--- src/verilog/smtb_pkg.sv ---
// Behaviour
// - Counter equal to active duty value raises a falling edge event.
// - Counter and duty match sets the duty match flag.
// - Duty value reads and writes as low byte and high byte registers.
// - Duty value moves to active compare at first period event after load request.
// - Duty equal to phase gives falling event with rising event: 0% duty.
// - Duty above period never matches: no falling event, 100% duty.
// - Four time base sources, each with flag and enable: overflow, phase, duty, period.
// - Each flag sets on its event regardless of its enable bit.
// - Summary flag sets on an event or a software-set flag whose own enable bit is set.
// - Flags stay until cleared; module disable clears all but the summary flag.
// - Software-set flag requests interrupt like hardware-set flag when enabled.
// - Two-bit field selects internal fast clock, system clock or external clock pin.
// - Internal fast source keeps clocking the block in sleep, even when disabled.
// - Any mix of four comparators and event pin triggers rising, falling, period, shutdown.
// - Comparator events trigger on rising edge; shutdown follows the level.
// - Event pin enters unsynchronised and triggers events on its rising edge.
// - Period and duty polarity bits invert every enabled input of that event.
package smtb_pkg;
  // ----------------------------------------------------------------
  // Register byte addresses
  // ----------------------------------------------------------------
  localparam logic [7:0] ADDR_CTRL = 8'h00;
  localparam logic [7:0] ADDR_CLK = 8'h04;
  localparam logic [7:0] ADDR_PER_LO = 8'h08;
  localparam logic [7:0] ADDR_PER_HI = 8'h0c;
  localparam logic [7:0] ADDR_PH_LO = 8'h10;
  localparam logic [7:0] ADDR_PH_HI = 8'h14;
  localparam logic [7:0] ADDR_DC_LO = 8'h18;
  localparam logic [7:0] ADDR_DC_HI = 8'h1c;
  localparam logic [7:0] ADDR_IRQ = 8'h20;
  localparam logic [7:0] ADDR_PERIPH = 8'h24;
  localparam logic [7:0] ADDR_SRC = 8'h28;
  localparam logic [7:0] ADDR_SYNC = 8'h2c;
  localparam logic [7:0] ADDR_CNT_LO = 8'h30;
  localparam logic [7:0] ADDR_CNT_HI = 8'h34;
  // ----------------------------------------------------------------
  // Field positions
  // ----------------------------------------------------------------
  localparam int CTRL_EN = 7;
  localparam int CTRL_LD = 6;
  localparam int IRQ_FLAG_LSB = 0;
  localparam int IRQ_EN_LSB = 4;
  localparam int PERIPH_FLAG = 0;
  localparam int PERIPH_EN = 1;
  localparam int SYNC_PRPOL = 0;
  localparam int SYNC_DCPOL = 1;
  // Flag index within the four time base sources
  localparam int EV_OVF = 0;
  localparam int EV_PH = 1;
  localparam int EV_DC = 2;
  localparam int EV_PR = 3;
  // Input source select bytes within the source register
  localparam int SRC_RISE_LSB = 0;
  localparam int SRC_FALL_LSB = 8;
  localparam int SRC_PER_LSB = 16;
  localparam int SRC_SHUT_LSB = 24;
  localparam int NUM_IN = 5;
  // ----------------------------------------------------------------
  // Clock source codes and reset values
  // ----------------------------------------------------------------
  localparam logic [1:0] CSRC_SYS = 2'h0;
  localparam logic [1:0] CSRC_INT64 = 2'h1;
  localparam logic [1:0] CSRC_EXT = 2'h2;
  localparam logic [15:0] RST_PERIOD = 16'hffff;
  localparam logic [15:0] RST_ZERO = 16'h0000;
  localparam logic [31:0] HRESP_OKAY_W = 32'h0000_0000;
endpackage : smtb_pkg

--- src/verilog/smtb_edge.sv ---
`timescale 1ns/1ps
module smtb_edge
  import smtb_pkg::*;
#(
  parameter int WIDTH = 5
)
(
  // Clock and reset
  input wire logic hclk,
  input wire logic hresetn,
  input wire logic ce,
  input wire logic tick,
  // Inputs and edges
  input wire logic [WIDTH-1:0] level,
  output logic [WIDTH-1:0] rise
);
  logic [WIDTH-1:0] prev_r;
  logic [WIDTH-1:0] prev_nxt;

  initial
  begin
    if (WIDTH < 1)
    begin
      $error("smtb_edge width must be positive");
    end
  end

  // Rising edge per input, sampled on module clock ticks
  genvar gi;
  generate
    for (gi = 0; gi < WIDTH; gi++)
    begin : g_edge
      assign rise[gi] = tick & level[gi] & ~prev_r[gi];
      always_comb
      begin
        prev_nxt[gi] = tick ? level[gi] : prev_r[gi];
      end
    end
  endgenerate

  always_ff @(posedge hclk or negedge hresetn)
  begin
    if (!hresetn)
    begin
      prev_r <= '0;
    end
    else if (ce)
    begin
      prev_r <= prev_nxt;
    end
  end
endmodule : smtb_edge

--- src/verilog/smtb_time_base.sv ---
// Design decisions made here: the register offsets and the AHB-Lite register port.
`timescale 1ns/1ps
module smtb_time_base
  import smtb_pkg::*;
(
  // Clock and reset
  input wire logic hclk,
  input wire logic hresetn,
  input wire logic ce,
  // AHB-Lite slave
  input wire logic hsel,
  input wire logic [7:0] haddr,
  input wire logic [1:0] htrans,
  input wire logic hwrite,
  input wire logic [2:0] hsize,
  input wire logic [31:0] hwdata,
  input wire logic hready,
  output logic [31:0] hrdata,
  output logic hreadyout,
  output logic hresp,
  // Clock sources
  input wire logic int64_tick,
  input wire logic ext_clk_pin,
  input wire logic sleep_mode,
  output logic osc_keep_on,
  // Asynchronous inputs
  input wire logic comparator_out_1,
  input wire logic comparator_out_2,
  input wire logic comparator_out_3,
  input wire logic comparator_out_4,
  input wire logic event_input_pin,
  // Events to output stage
  output logic rise_event,
  output logic fall_event,
  output logic period_event,
  output logic shutdown,
  output logic time_base_irq
);
  // ----------------------------------------------------------------
  // Register state
  // ----------------------------------------------------------------
  logic module_enable_r, module_enable_nxt;
  logic buffer_load_request_r, buffer_load_request_nxt;
  logic [1:0] clock_source_select_r, clock_source_select_nxt;
  logic [15:0] period_value_r, period_value_nxt;
  logic [15:0] phase_value_r, phase_value_nxt;
  logic [15:0] duty_compare_value_r, duty_compare_value_nxt;
  logic [15:0] duty_active_r, duty_active_nxt;
  logic [15:0] time_base_counter_r, time_base_counter_nxt;
  logic [3:0] tb_flag_r, tb_flag_nxt;
  logic [3:0] tb_enable_r, tb_enable_nxt;
  logic time_base_summary_flag_r, time_base_summary_flag_nxt;
  logic time_base_summary_enable_r, time_base_summary_enable_nxt;
  logic [31:0] src_sel_r, src_sel_nxt;
  logic period_input_polarity_r, period_input_polarity_nxt;
  logic duty_input_polarity_r, duty_input_polarity_nxt;
  logic ext_prev_r, ext_prev_nxt;
  logic wr_pend_r, wr_pend_nxt;
  logic [7:0] wr_addr_r, wr_addr_nxt;
  logic [31:0] hrdata_r, hrdata_nxt;
  logic [3:0] ev_r, ev_nxt;

  // ----------------------------------------------------------------
  // Module clock tick selection
  // ----------------------------------------------------------------
  logic tick;
  logic ext_tick;
  assign ext_tick = ext_clk_pin & ~ext_prev_r;
  always_comb
  begin
    unique case (clock_source_select_r)
      CSRC_INT64: tick = int64_tick;
      CSRC_EXT: tick = ext_tick;
      default: tick = 1'b1;
    endcase
  end
  // Fast oscillator stays on in sleep whenever selected
  assign osc_keep_on = (clock_source_select_r == CSRC_INT64);

  // ----------------------------------------------------------------
  // Asynchronous inputs
  // ----------------------------------------------------------------
  logic [NUM_IN-1:0] in_lvl;
  logic [NUM_IN-1:0] in_inv;
  logic [NUM_IN-1:0] rise_pos;
  logic [NUM_IN-1:0] rise_neg;
  // Pin taken directly, no synchroniser
  assign in_lvl = {event_input_pin, comparator_out_4, comparator_out_3, comparator_out_2,
    comparator_out_1};
  assign in_inv = ~in_lvl;

  smtb_edge #(.WIDTH(NUM_IN)) u_pos (
    .hclk(hclk),
    .hresetn(hresetn),
    .ce(ce),
    .tick(tick),
    .level(in_lvl),
    .rise(rise_pos)
  );
  smtb_edge #(.WIDTH(NUM_IN)) u_neg (
    .hclk(hclk),
    .hresetn(hresetn),
    .ce(ce),
    .tick(tick),
    .level(in_inv),
    .rise(rise_neg)
  );

  logic async_rise, async_fall, async_per;
  logic [NUM_IN-1:0] sel_rise, sel_fall, sel_per, sel_shut;
  assign sel_rise = src_sel_r[SRC_RISE_LSB +: NUM_IN];
  assign sel_fall = src_sel_r[SRC_FALL_LSB +: NUM_IN];
  assign sel_per = src_sel_r[SRC_PER_LSB +: NUM_IN];
  assign sel_shut = src_sel_r[SRC_SHUT_LSB +: NUM_IN];
  assign async_rise = |(sel_rise & rise_pos);
  assign async_fall = |(sel_fall & (duty_input_polarity_r ? rise_neg : rise_pos));
  assign async_per = |(sel_per & (period_input_polarity_r ? rise_neg : rise_pos));

  // ----------------------------------------------------------------
  // Time base
  // ----------------------------------------------------------------
  logic run, pr_match, ph_match, dc_match, ovf;
  assign run = module_enable_r & tick;
  assign pr_match = run & (time_base_counter_r == period_value_r);
  assign ph_match = run & (time_base_counter_r == phase_value_r);
  // Never true when duty exceeds period
  assign dc_match = run & (time_base_counter_r == duty_active_r);
  assign ovf = run & ~pr_match & (time_base_counter_r == 16'hffff);

  always_comb
  begin
    time_base_counter_nxt = time_base_counter_r;
    duty_active_nxt = duty_active_r;
    ev_nxt = 4'h0;
    if (!module_enable_r)
    begin
      time_base_counter_nxt = RST_ZERO;
    end
    else if (run)
    begin
      time_base_counter_nxt = pr_match ? RST_ZERO : 16'(time_base_counter_r + 16'h0001);
    end
    if (pr_match && buffer_load_request_r)
    begin
      duty_active_nxt = duty_compare_value_r;
    end
    // Duty equal to phase fires with the rising edge event
    ev_nxt[0] = ph_match | (module_enable_r & async_rise);
    ev_nxt[1] = dc_match | (module_enable_r & async_fall);
    ev_nxt[2] = pr_match | (module_enable_r & async_per);
    ev_nxt[3] = module_enable_r & |(sel_shut & in_lvl);
  end
  assign rise_event = ev_r[0];
  assign fall_event = ev_r[1];
  assign period_event = ev_r[2];
  assign shutdown = ev_r[3];

  // ----------------------------------------------------------------
  // AHB-Lite slave
  // ----------------------------------------------------------------
  logic take;
  logic [3:0] hw_ev;
  logic [7:0] wd;
  assign take = hsel & hready & htrans[1];
  assign wd = hwdata[7:0];
  assign hreadyout = 1'b1;
  assign hresp = HRESP_OKAY_W[0];
  assign hrdata = hrdata_r;
  assign hw_ev = {pr_match, dc_match, ph_match, ovf};
  assign time_base_irq = time_base_summary_flag_r & time_base_summary_enable_r;

  always_comb
  begin
    module_enable_nxt = module_enable_r;
    buffer_load_request_nxt = buffer_load_request_r;
    clock_source_select_nxt = clock_source_select_r;
    period_value_nxt = period_value_r;
    phase_value_nxt = phase_value_r;
    duty_compare_value_nxt = duty_compare_value_r;
    tb_flag_nxt = tb_flag_r;
    tb_enable_nxt = tb_enable_r;
    time_base_summary_flag_nxt = time_base_summary_flag_r;
    time_base_summary_enable_nxt = time_base_summary_enable_r;
    src_sel_nxt = src_sel_r;
    period_input_polarity_nxt = period_input_polarity_r;
    duty_input_polarity_nxt = duty_input_polarity_r;
    ext_prev_nxt = ext_clk_pin;
    wr_pend_nxt = take & hwrite;
    wr_addr_nxt = take ? haddr : wr_addr_r;
    hrdata_nxt = hrdata_r;
    if (pr_match)
    begin
      buffer_load_request_nxt = 1'b0;
    end
    if (wr_pend_r)
    begin
      unique case (wr_addr_r)
        ADDR_CTRL:
        begin
          module_enable_nxt = wd[CTRL_EN];
          buffer_load_request_nxt = wd[CTRL_LD] | buffer_load_request_nxt;
        end
        ADDR_CLK: clock_source_select_nxt = wd[1:0];
        ADDR_PER_LO: period_value_nxt[7:0] = wd;
        ADDR_PER_HI: period_value_nxt[15:8] = wd;
        ADDR_PH_LO: phase_value_nxt[7:0] = wd;
        ADDR_PH_HI: phase_value_nxt[15:8] = wd;
        ADDR_DC_LO: duty_compare_value_nxt[7:0] = wd;
        ADDR_DC_HI: duty_compare_value_nxt[15:8] = wd;
        ADDR_IRQ:
        begin
          tb_flag_nxt = wd[IRQ_FLAG_LSB +: 4];
          tb_enable_nxt = wd[IRQ_EN_LSB +: 4];
        end
        ADDR_PERIPH:
        begin
          time_base_summary_flag_nxt = wd[PERIPH_FLAG];
          time_base_summary_enable_nxt = wd[PERIPH_EN];
        end
        ADDR_SRC: src_sel_nxt = hwdata;
        ADDR_SYNC:
        begin
          period_input_polarity_nxt = wd[SYNC_PRPOL];
          duty_input_polarity_nxt = wd[SYNC_DCPOL];
        end
        default: ;
      endcase
    end
    // Disable wipes the four flags but keeps the summary flag
    if (module_enable_r && !module_enable_nxt)
    begin
      tb_flag_nxt = 4'h0;
    end
    // Hardware set wins over a simultaneous software clear
    tb_flag_nxt = tb_flag_nxt | hw_ev;
    // Software-set flags also request when enabled
    if (|(tb_flag_nxt & tb_enable_nxt & ~tb_flag_r) || |(hw_ev & tb_enable_r))
    begin
      time_base_summary_flag_nxt = 1'b1;
    end
    if (take && !hwrite)
    begin
      unique case (haddr)
        ADDR_CTRL: hrdata_nxt = {24'h00_0000, module_enable_r, buffer_load_request_r, 6'h00};
        ADDR_CLK: hrdata_nxt = {30'h0000_0000, clock_source_select_r};
        ADDR_PER_LO: hrdata_nxt = {24'h00_0000, period_value_r[7:0]};
        ADDR_PER_HI: hrdata_nxt = {24'h00_0000, period_value_r[15:8]};
        ADDR_PH_LO: hrdata_nxt = {24'h00_0000, phase_value_r[7:0]};
        ADDR_PH_HI: hrdata_nxt = {24'h00_0000, phase_value_r[15:8]};
        ADDR_DC_LO: hrdata_nxt = {24'h00_0000, duty_compare_value_r[7:0]};
        ADDR_DC_HI: hrdata_nxt = {24'h00_0000, duty_compare_value_r[15:8]};
        ADDR_IRQ: hrdata_nxt = {24'h00_0000, tb_enable_r, tb_flag_r};
        ADDR_PERIPH: hrdata_nxt = {30'h0000_0000, time_base_summary_enable_r, time_base_summary_flag_r};
        ADDR_SRC: hrdata_nxt = src_sel_r;
        ADDR_SYNC: hrdata_nxt = {30'h0000_0000, duty_input_polarity_r, period_input_polarity_r};
        ADDR_CNT_LO: hrdata_nxt = {24'h00_0000, time_base_counter_r[7:0]};
        ADDR_CNT_HI: hrdata_nxt = {24'h00_0000, time_base_counter_r[15:8]};
        default: hrdata_nxt = 32'h0000_0000;
      endcase
    end
  end

  always_ff @(posedge hclk or negedge hresetn)
  begin
    if (!hresetn)
    begin
      module_enable_r <= 1'b0;
      buffer_load_request_r <= 1'b0;
      clock_source_select_r <= CSRC_SYS;
      period_value_r <= RST_PERIOD;
      phase_value_r <= RST_ZERO;
      duty_compare_value_r <= RST_ZERO;
      duty_active_r <= RST_ZERO;
      time_base_counter_r <= RST_ZERO;
      tb_flag_r <= 4'h0;
      tb_enable_r <= 4'h0;
      time_base_summary_flag_r <= 1'b0;
      time_base_summary_enable_r <= 1'b0;
      src_sel_r <= 32'h0000_0000;
      period_input_polarity_r <= 1'b0;
      duty_input_polarity_r <= 1'b0;
      ext_prev_r <= 1'b0;
      wr_pend_r <= 1'b0;
      wr_addr_r <= 8'h00;
      hrdata_r <= 32'h0000_0000;
      ev_r <= 4'h0;
    end
    else if (ce)
    begin
      module_enable_r <= module_enable_nxt;
      buffer_load_request_r <= buffer_load_request_nxt;
      clock_source_select_r <= clock_source_select_nxt;
      period_value_r <= period_value_nxt;
      phase_value_r <= phase_value_nxt;
      duty_compare_value_r <= duty_compare_value_nxt;
      duty_active_r <= duty_active_nxt;
      time_base_counter_r <= time_base_counter_nxt;
      tb_flag_r <= tb_flag_nxt;
      tb_enable_r <= tb_enable_nxt;
      time_base_summary_flag_r <= time_base_summary_flag_nxt;
      time_base_summary_enable_r <= time_base_summary_enable_nxt;
      src_sel_r <= src_sel_nxt;
      period_input_polarity_r <= period_input_polarity_nxt;
      duty_input_polarity_r <= duty_input_polarity_nxt;
      ext_prev_r <= ext_prev_nxt;
      wr_pend_r <= wr_pend_nxt;
      wr_addr_r <= wr_addr_nxt;
      hrdata_r <= hrdata_nxt;
      ev_r <= ev_nxt;
    end
  end
endmodule : smtb_time_base

--- config.mk ---
export PLATFORM = sky130hd
export DESIGN_NAME = smtb_time_base
export DESIGN_NICKNAME = d
export VERILOG_FILES = /design/src/verilog/smtb_pkg.sv /design/src/verilog/smtb_edge.sv /design/src/verilog/smtb_time_base.sv
export SDC_FILE = /design/constraint.sdc
export NUM_CORES = 1
export LEC_CHECK = 0
export ABC_AREA = 1
export BUFFER_PORTS_ARGS = -buffer_cell sky130_fd_sc_hd__buf_2
export CORE_MARGIN = 3
export CORE_UTILIZATION = 40
export CTS_CLUSTER_DIAMETER = 50
export DETAILED_ROUTE_END_ITERATION = 8
export HOLD_SLACK_MARGIN = 0.12
export PLACE_DENSITY_LB_ADDON = 0.3
export SLEW_MARGIN = 20
export SYNTH_ARGS = -nofsm -noshare
export SYNTH_HDL_FRONTEND = slang
export SYNTH_SLANG_ARGS = --single-unit
--- constraint.sdc ---
create_clock -name hclk -period 2.6 [get_ports hclk]
set_clock_uncertainty 0.2 [all_clocks]
set_input_delay 0.39 -clock hclk [delete_from_list [all_inputs] [get_ports hclk]]
set_output_delay 0.39 -clock hclk [all_outputs]
set_load 0.02 [all_outputs]
==> results of run 1 <==
==> placed cells by master, fill, tap and decap left out, drive strengths merged, types with 2 or more instances in the layout <==
master	instances
a211oi	4
a21oi	40
a22o	26
buf	127
clkbuf	18
clkinv	8
conb	2
dfrtp	168
dfstp	16
dlygate4sd3	37
ha	3
inv	159
mux2	24
nand2	354
nand3	58
nand4	13
nor2	107
nor3	12
nor4	2
o211a	2
o211ai	4
o21ai	110
o21bai	5
o22ai	13
xnor2	19
xor2	11
==> per-stage QoR <==
| step | hold WS, ns | area, um2 | util (%) |
|---|---|---|---|
| finish | 0.140 | 11500 | 49.9 |
| global route | 0.147 | 11500 | 49.9 |
| CTS | 0.130 | 11500 | 49.9 |
| detailed placement | 0.216 | 10500 | 45.4 |
| global placement | 0.212 | 10500 | 45.4 |
| floorplan | -0.106 | 9560 | - |
==> routing by layer <==
layer / part of all wire, % / up-vias / track usage [%] / routed length [um]
li1: - / 4116 / - / -
met1: 44 / 4034 / 31.3 / 12700
met2: 47 / 301 / 36.1 / 13500
met3: 6.6 / 47 / 4.33 / 1910
met4: 2.7 / 0 / 7.46 / 779
met5: 0 / - / 0 / 0
==> worst min-delay path, cell delays in order <==
cell and delay (ns):
buf_2 0.10, inv_1 0.04, buf_4 0.15, o21ai_0 0.09
==> worst max-delay path by stage <==
stage | startpoint | endpoint | slack (ns) | cells past startpoint
2_1_floorplan | clock_source_select_r[1]$_DFFE_PN0P_ | time_base_counter_r[9]$_DFFE_PN0P_ | 0.46 | 11
3_3_place_gp | clock_source_select_r[0]$_DFFE_PN0P_ | time_base_counter_r[3]$_DFFE_PN0P_ | 0.28 | 9
3_5_place_dp | clock_source_select_r[0]$_DFFE_PN0P_ | time_base_counter_r[13]$_DFFE_PN0P_ | 0.15 | 11
4_1_cts | clock_source_select_r[0]$_DFFE_PN0P_ | time_base_counter_r[13]$_DFFE_PN0P_ | 0.14 | 11
5_1_grt | clock_source_select_r[0]$_DFFE_PN0P_ | time_base_summary_flag_r$_DFFE_PN0P_ | 0.02 | 14
6_report | clock_source_select_r[0]$_DFFE_PN0P_ | time_base_counter_r[13]$_DFFE_PN0P_ | 0.14 | 11
==> layout make-up <==
class / count / area share (%)
clock buffers: 17 / 3.70
clock inverters: 15 / 1.95
inverters: 153 / 5.02
multi-input cells: 816 / 35.9
flip-flops and latches: 184 / 40.2
well taps: 313 / 3.40
repair buffers: 165 / 9.88
==> logic make-up (layout without fill, tap and decap cells) <==
kind of cell	Yosys count	in the layout	share of synthesized area [%]
buffers and inverters	194	350	8.50
adders and majority gates	3	3	0.393
other	2	2	0.0786
xor gates and xnor gates	30	30	2.75
AOI/OAI and AO/OA	208	208	13.0
muxes	24	24	2.83
and+or+nand+nor	549	549	24.1
DFF	184	184	48.4
==> report_power, final <==
group	switching [uW]	total [uW]	leakage, uW	internal, uW
sequential	216	3230	0.00235	3020
combinational	806	1270	0.00300	467
clock	1400	2750	0.000309	1350
==> flip-flops by register name, indices dropped and copies added, names as in the netlist <==
name                        count
clock_source_select_r           2
time_base_summary_enable_r      1
phase_value_r                  16
ext_prev_r                      1
u_neg.prev_r                    5
duty_input_polarity_r           1
period_value_r                 16
wr_pend_r                       1
period_input_polarity_r         1
time_base_summary_flag_r        1
buffer_load_request_r           1
tb_flag_r                       4
ev_r                            4
u_pos.prev_r                    5
time_base_counter_r            16
hrdata                         32
src_sel_r                      32
tb_enable_r                     4
duty_active_r                  16
module_enable_r                 1
wr_addr_r                       8
duty_compare_value_r           16
==> what timing repair did <==
action | 4_1_cts | 5_1_grt
gates resized for setup | 0 | 4
endpoints found under the setup margin | 0 | 40
hold buffers | 37 | 0
endpoints found under the hold margin | 87 | 0
==> results_dict.tcl, run 1 <==
set metrics [dict create \
    synth_top_cells_by_count "353 x nand2_1, 168 x dfrtp_1, 150 x inv_1" \
    yosys.area.top_type "dfrtp_1" \
    routedWlPerCell_um 17.3 \
    grt_use_total_pct 22.7 \
    cts_setup_buffers 0 \
    ys_seq_area_share_pct 48.4 \
    cts_htree_levels 4 \
    tightest_slew_ns 0.652 \
    place_ws_ns 0.151 \
    tns_ns 0 \
    holdPathStages 4 \
    fillers 2187 \
    placementRows 55 \
    post-synth-top-count-cell "nand2_1" \
    insertion_delay_ns 0.45 \
    vias_per_cell 5.11 \
    multi_input_area_um2 4130 \
    synth_edf_count 0 \
    antenna_left 0 \
    power_leakage_uw 0.00566 \
    clock-sinks 184 \
    hold_end "period_value_r[11]$_DFFE_PN1P_" \
    path_cells "inv_1 > ha_1 > a21oi_1 > nand2_1 > nand2_2 > inv_1 > nand3_1 > nand2_1 > inv_1 > nand2_1 > o21ai_0" \
    fmax_mhz 407 \
    setup_viol 0 \
    max-vdd-ir-drop_mv 0.365 \
    tritoncts "yes" \
    die_h_um 161 \
    first_global_vias 8109 \
    synthTopCellsByArea "dfrtp_1 44%, nand2_1 14%, inv_1 5.9%" \
    drc 0 \
    min_from "hwdata[3]" \
    crit_fanout 6 \
    ys_async_sr_fraction_pct 100 \
    status "completed" \
    path_class "register to register" \
    syn2layout_area_growth_pct 20.4 \
    critical_path_required_ns 2.76 \
    dpl.hpwl_um 21300 \
    max-cap-violations 0 \
    cp-end-kind "register" \
    synth.distinct_cells 43 \
    overflow 0 \
    clockBufferDepth 2 \
    grt_max_degree 59 \
    hold_viol 0 \
    cp_num_buf_inv 3 \
    power_uw 7260 \
    r2r-start "clock_source_select_r[0]$_DFFE_PN0P_" \
    rsz0062_at_grt "false" \
    reg2reg_depth 11 \
    num_io_pins 99 \
    final-seq-area_um2 4620 \
    fp.dieW_um 161 \
    drt_wl_total_um 28800 \
    grt_pass1_wl_um 45600 \
    start_util_pct 41.5 \
    critPathSlowestCell "dfrtp_1" \
    min_period_over_period_pct 94.6 \
    worst_slack_ns 0.142 \
    die_area_um2 25800 \
    coreArea_um2 23100 \
    numCtsBuffers 17 \
    start_kind "register" \
    cts-root-buf "clkbuf_16" \
    clk_transition_reported_paths_ns 0.09 \
    diodes 0 \
    synth-seq-cells 184 \
    fin_nets 1399 \
    dp_cells 1594 \
    syn_nets 1256 \
    post-synth-top-area-fraction_pct 44.0 \
    slew_viol_final 0 \
    min_path_type "primary input to register" \
    layout_min_cycle_time_ns 2.46 \
    drive_above_1_share_pct 17.0 \
    routabilityCongestion 0.948 \
    power_density_nw_per_um2 631 \
    reg2reg_slack_ns 0.14 \
    cp_slowest_stage_delay_ns 0.38 \
    instances_no_fill 1663 \
    crit_family "simple AND/OR/NAND/NOR gates" \
    ys.flop_type "dfrtp_1" \
    cp.arrival_ns 2.62 \
    grt_antenna_before_repair 0 \
    numPortBuffers 91 \
    drt_iter0_markers 802 \
    syn_inst 1194 \
    synth.avg_cell_area_um2 8.00 \
    yosysWarnings 0 \
    slew_headroom_pct 56.4 \
    first_pass_iters 6 \
    r2r_end "time_base_counter_r[13]$_DFFE_PN0P_" \
    vias 8498 \
    synthesis.area_um2 9560 \
]
(Power assumes the default switching activity.)
==> run 2, diff against run 1 <==
- CORE_UTILIZATION: 40 -> 55
- CTS_BUF_LIST: unset -> sky130_fd_sc_hd__clkbuf_8 sky130_fd_sc_hd__clkbuf_16
==> results_dict.tcl, run 2 (synthesis results as in run 1) <==
set metrics [dict create \
    overflow 0 \
    grt_use_total_pct 31.0 \
    min_path_type "primary input to register" \
    grt_antenna_before_repair 0 \
    reg2reg_depth 11 \
    cp.arrival_ns 2.61 \
    drive_above_1_share_pct 16.8 \
    crit_fanout 6 \
    hold_viol 0 \
    syn2layout_area_growth_pct 19.1 \
    r2r-start "clock_source_select_r[0]$_DFFE_PN0P_" \
    r2r_end "time_base_counter_r[15]$_DFFE_PN0P_" \
    fp.dieW_um 138 \
    status "completed" \
    fmax_mhz 407 \
    num_io_pins 99 \
    power_leakage_uw 0.00566 \
    slew_viol_final 0 \
    routedWlPerCell_um 17.9 \
    cts_resized 0 \
    placementRows 47 \
    hold_buffers 38 \
    dp_cells 1502 \
    numCtsBuffers 17 \
    drc 0 \
    setup_viol 0 \
    reg2reg_slack_ns 0.14 \
    min_period_over_period_pct 94.5 \
    numPortBuffers 91 \
    vias_per_cell 5.50 \
    layout_common_cells "353 x nand2_1, 168 x dfrtp_1, 150 x inv_1" \
    tns_ns 0 \
    slew_headroom_pct 30.5 \
    vias 8645 \
    drt_wl_total_um 28100 \
    grt_max_degree 64 \
    clk_transition_reported_paths_ns 0.08 \
    cp-startpoint "clock_source_select_r[0]$_DFFE_PN0P_" \
    clockBufferDepth 2 \
    tritoncts "yes" \
    first_pass_iters 5 \
    routabilityCongestion 0.975 \
    power_density_nw_per_um2 632 \
    insertion_delay_ns 0.44 \
    first_global_vias 8222 \
    drt_iter0_markers 953 \
    path_class "register to register" \
    cp-end-kind "register" \
    max-vdd-ir-drop_mv 0.766 \
    coreArea_um2 16800 \
    dpl.hpwl_um 20600 \
    start_util_pct 56.8 \
    rsz0062_at_grt "false" \
    max-cap-violations 0 \
    grt_pass1_wl_um 44700 \
    diodes 0 \
    antenna_left 0 \
    die_area_um2 19000 \
    layout_min_cycle_time_ns 2.46 \
    cts-root-buf "clkbuf_16" \
    die_h_um 138 \
    cts_htree_levels 4 \
    crit_end "time_base_counter_r[15]$_DFFE_PN0P_" \
    start_kind "register" \
    instances_no_fill 1572 \
    clock-sinks 184 \
    tightest_slew_ns 1.04 \
    cts_setup_buffers 0 \
    critical_path_required_ns 2.75 \
    fin_nets 1401 \
    final_common_cell "nand2_1" \
]
## run 2: report_power, final
part           internal (uW)  switching, uW
clock                   1380           1270
sequential              3020            207
combinational            482            835
total                   4880           2310
## run 2: how the worst min path moves through the flow
| stage | startpoint | end | slack (ns) | cells after the start |
|---|---|---|---|---|
| 2_1_floorplan | hresetn | buffer_load_request_r$_DFFE_PN0P_ | -0.11 | 0 |
| 5_1_grt | hwdata[2] | period_value_r[2]$_DFFE_PN1P_ | 0.16 | 4 |
| 3_3_place_gp | hresetn | time_base_counter_r[15]$_DFFE_PN0P_ | 0.22 | 1 |
| 6_report | comparator_out_2 | ev_r[3]$_DFFE_PN0P_ | 0.13 | 3 |
| 4_1_cts | comparator_out_2 | ev_r[3]$_DFFE_PN0P_ | 0.13 | 3 |
| 3_5_place_dp | hresetn | time_base_counter_r[15]$_DFFE_PN0P_ | 0.21 | 1 |
## run 2: metrics by stage
stage	hold slack (ns)	util (%)	instance area, um2	setup WS (ns)	total power (uW)
5_1_grt	0.162	67.7	11400	0.00645	7510
6_report	0.133	67.7	11400	0.144	7190
3_5_place_dp	0.213	61.8	10400	0.203	4500
2_1_floorplan	-0.106	-	9560	0.462	4000
4_1_cts	0.126	67.7	11400	0.192	7170
3_3_place_gp	0.222	61.8	10400	0.292	4480
## run 2: layer usage
metal / track usage (%) / up-vias / wire, um
met5: 0 / - / 0
met4: 11.5 / 0 / 928
met3: 5.48 / 67 / 2480
met2: 48.2 / 396 / 13200
met1: 43.7 / 4066 / 11500
li1: - / 4116 / -
## run 2: area by class of cell
cell class / count / area [um2]
inverter: 153 / 574
sequential: 184 / 4620
tap: 220 / 275
timing repair buffer: 167 / 1180
clock buffer: 17 / 425
clock inverter: 15 / 180
fill: 1377 / 5440
multi-input combinational: 816 / 4120
## run 2: critical path, stage by stage, from the launching register on
cell	delay [ns]
dfrtp_1	0.38
inv_1	0.09
ha_1	0.29
a21oi_1	0.12
nand2_1	0.16
nand2_1	0.17
inv_1	0.16
nand3_1	0.16
nand2_1	0.13
inv_1	0.17
nand2_1	0.13
o21ai_0	0.20
==> run 3, diff against run 2 <==
==> constraint.sdc (replaced) <==
create_clock -name hclk -period 2.6 [get_ports hclk]
set_clock_uncertainty 0.2 [all_clocks]
set_input_delay 0.52 -clock hclk [delete_from_list [all_inputs] [get_ports hclk]]
set_output_delay 0.52 -clock hclk [all_outputs]
set_load 0.02 [all_outputs]
==> results_dict.tcl, run 3 (synthesis results as in run 1) <==
set metrics [dict create \
    clock-sinks 184 \
    crit_family "buffers and inverters" \
    first_global_vias 7907 \
    routabilityCongestion 1.02 \
    routedWlPerCell_um 17.8 \
    slew_headroom_pct 55.6 \
    fmax_mhz 400 \
    cp-end-kind "register" \
    antenna_left 0 \
    final_common_cell "nand2_1" \
    tritoncts "yes" \
    syn2layout_area_growth_pct 17.7 \
    first_pass_iters 5 \
    cts_setup_buffers 0 \
    status "completed" \
    dpl.hpwl_um 20100 \
    max-cap-violations 0 \
    start_kind "primary input" \
    setup_viol 0 \
    drc 0 \
    overflow 0 \
    grt_max_degree 66 \
    drt_iter0_markers 858 \
    cp_num_buf_inv 5 \
    tns_ns 0 \
    cp_slowest_stage_delay_ns 0.52 \
    layout_common_cells "350 x nand2_1, 168 x dfrtp_1, 149 x inv_1" \
    grt_antenna_before_repair 0 \
    cts_htree_levels 4 \
    rsz0062_at_grt "false" \
    numCtsBuffers 17 \
    num_io_pins 99 \
    min_period_over_period_pct 96.1 \
    power_leakage_uw 0.00559 \
    fin_nets 1387 \
    drive_above_1_share_pct 17.0 \
    path_cells "dlygate4sd3_1 > buf_2 > nand3_1 > nand2_1 > nand2_1 > inv_1 > nand4_4 > nor2_4 > buf_12 > nor2_1 > a21oi_1 > inv_1" \
    whs_ns 0.119 \
    fp.dieW_um 138 \
    critical_path_required_ns 2.73 \
    hold_viol 0 \
    placementRows 47 \
    slew_viol_final 0 \
    die_area_um2 19000 \
    crit_fanout 24 \
    grt_use_total_pct 29.8 \
    numPortBuffers 91 \
    path_class "primary input to register" \
    max-vdd-ir-drop_mv 0.527 \
    clockBufferDepth 2 \
    power_density_nw_per_um2 631 \
    clk_transition_reported_paths_ns 0.08 \
    drt_wl_total_um 27700 \
    die_h_um 138 \
    start_util_pct 56.8 \
    layout_min_cycle_time_ns 2.50 \
    insertion_delay_ns 0.44 \
    cts-root-buf "clkbuf_16" \
    min_path_type "primary input to register" \
    grt_pass1_wl_um 42500 \
    cp.arrival_ns 2.63 \
    vias_per_cell 5.54 \
    critPathSlowestCell "dlygate4sd3_1" \
    tightest_slew_ns 0.664 \
    coreArea_um2 16800 \
    vias 8637 \
]
## run 3: cell types whose count changed in the layout (fill, tap and decap cells not counted), moves of 2 or more
cell / delta
dlygate4sd3_1: -10
clkinv_4: +2
nand2_1: -3
nand2_2: +3
buf_4: -3
## run 3: worst min-delay path, stage by stage
cell and delay (ns):
buf_2 0.09, nand2_1 0.05, o21ai_0 0.06
## run 3: stage by stage
step	area, um2	power, uW	cells	setup slack, ns	util [%]
after global placement	10400	4460	1498	0.210	61.5
after detailed placement	10400	4480	1498	0.165	61.5
final	11200	7100	1559	0.102	66.9
after CTS	11200	7080	1558	0.0745	66.7
after floorplan	9560	4000	1194	0.462	-
after global routing	11200	7380	1558	0.0115	66.9
## run 3: what timing repair did
item                                    in CTS  in global routing
gates resized for setup                      0                  6
endpoints found under the setup margin       0                 28
hold endpoints to repair                    71                  0
hold buffers                                28                  0
## run 3: layer usage
metal / part of all wire (%) / up-vias / global-route usage (%)
li1: - / 4083 / -
met3: 7.4 / 57 / 6.72
met2: 47 / 360 / 46.4
met4: 3.1 / 0 / 11.4
met5: 0 / - / 0
met1: 43 / 4137 / 40.9
## run 3: where the power goes
group          internal, uW  switching [uW]
combinational           463             809
clock                  1300            1290
sequential             3020             215
## run 3: worst paths after layout
check | startpoint | endpoint | slack (ns) | depth (start not counted)
max | ext_clk_pin | duty_active_r[12]$_DFFE_PN0P_ | 0.10 | 12
min | haddr[6] | wr_addr_r[6]$_DFFE_PN0P_ | 0.12 | 3
max reg2reg | clock_source_select_r[0]$_DFFE_PN0P_ | duty_active_r[12]$_DFFE_PN0P_ | 0.13 | 12
min reg2reg | hrdata[7]$_DFFE_PN0P_ | hrdata[7]$_DFFE_PN0P_ | 0.29 | 2
max in group asynchronous | hresetn | period_value_r[2]$_DFFE_PN1P_ | 1.08 | 3
min in group asynchronous | hresetn | duty_active_r[12]$_DFFE_PN0P_ | 0.39 | 2
## run 3: layout make-up
class | count | area, um2
inverters | 153 | 574
repair buffers | 153 | 1040
well taps | 220 | 275
flip-flops and latches | 184 | 4620
fillers | 1353 | 5570
clock inverters | 15 | 169
clock buffers | 17 | 425
diodes | 1 | 2.50
multi-input cells | 816 | 4140
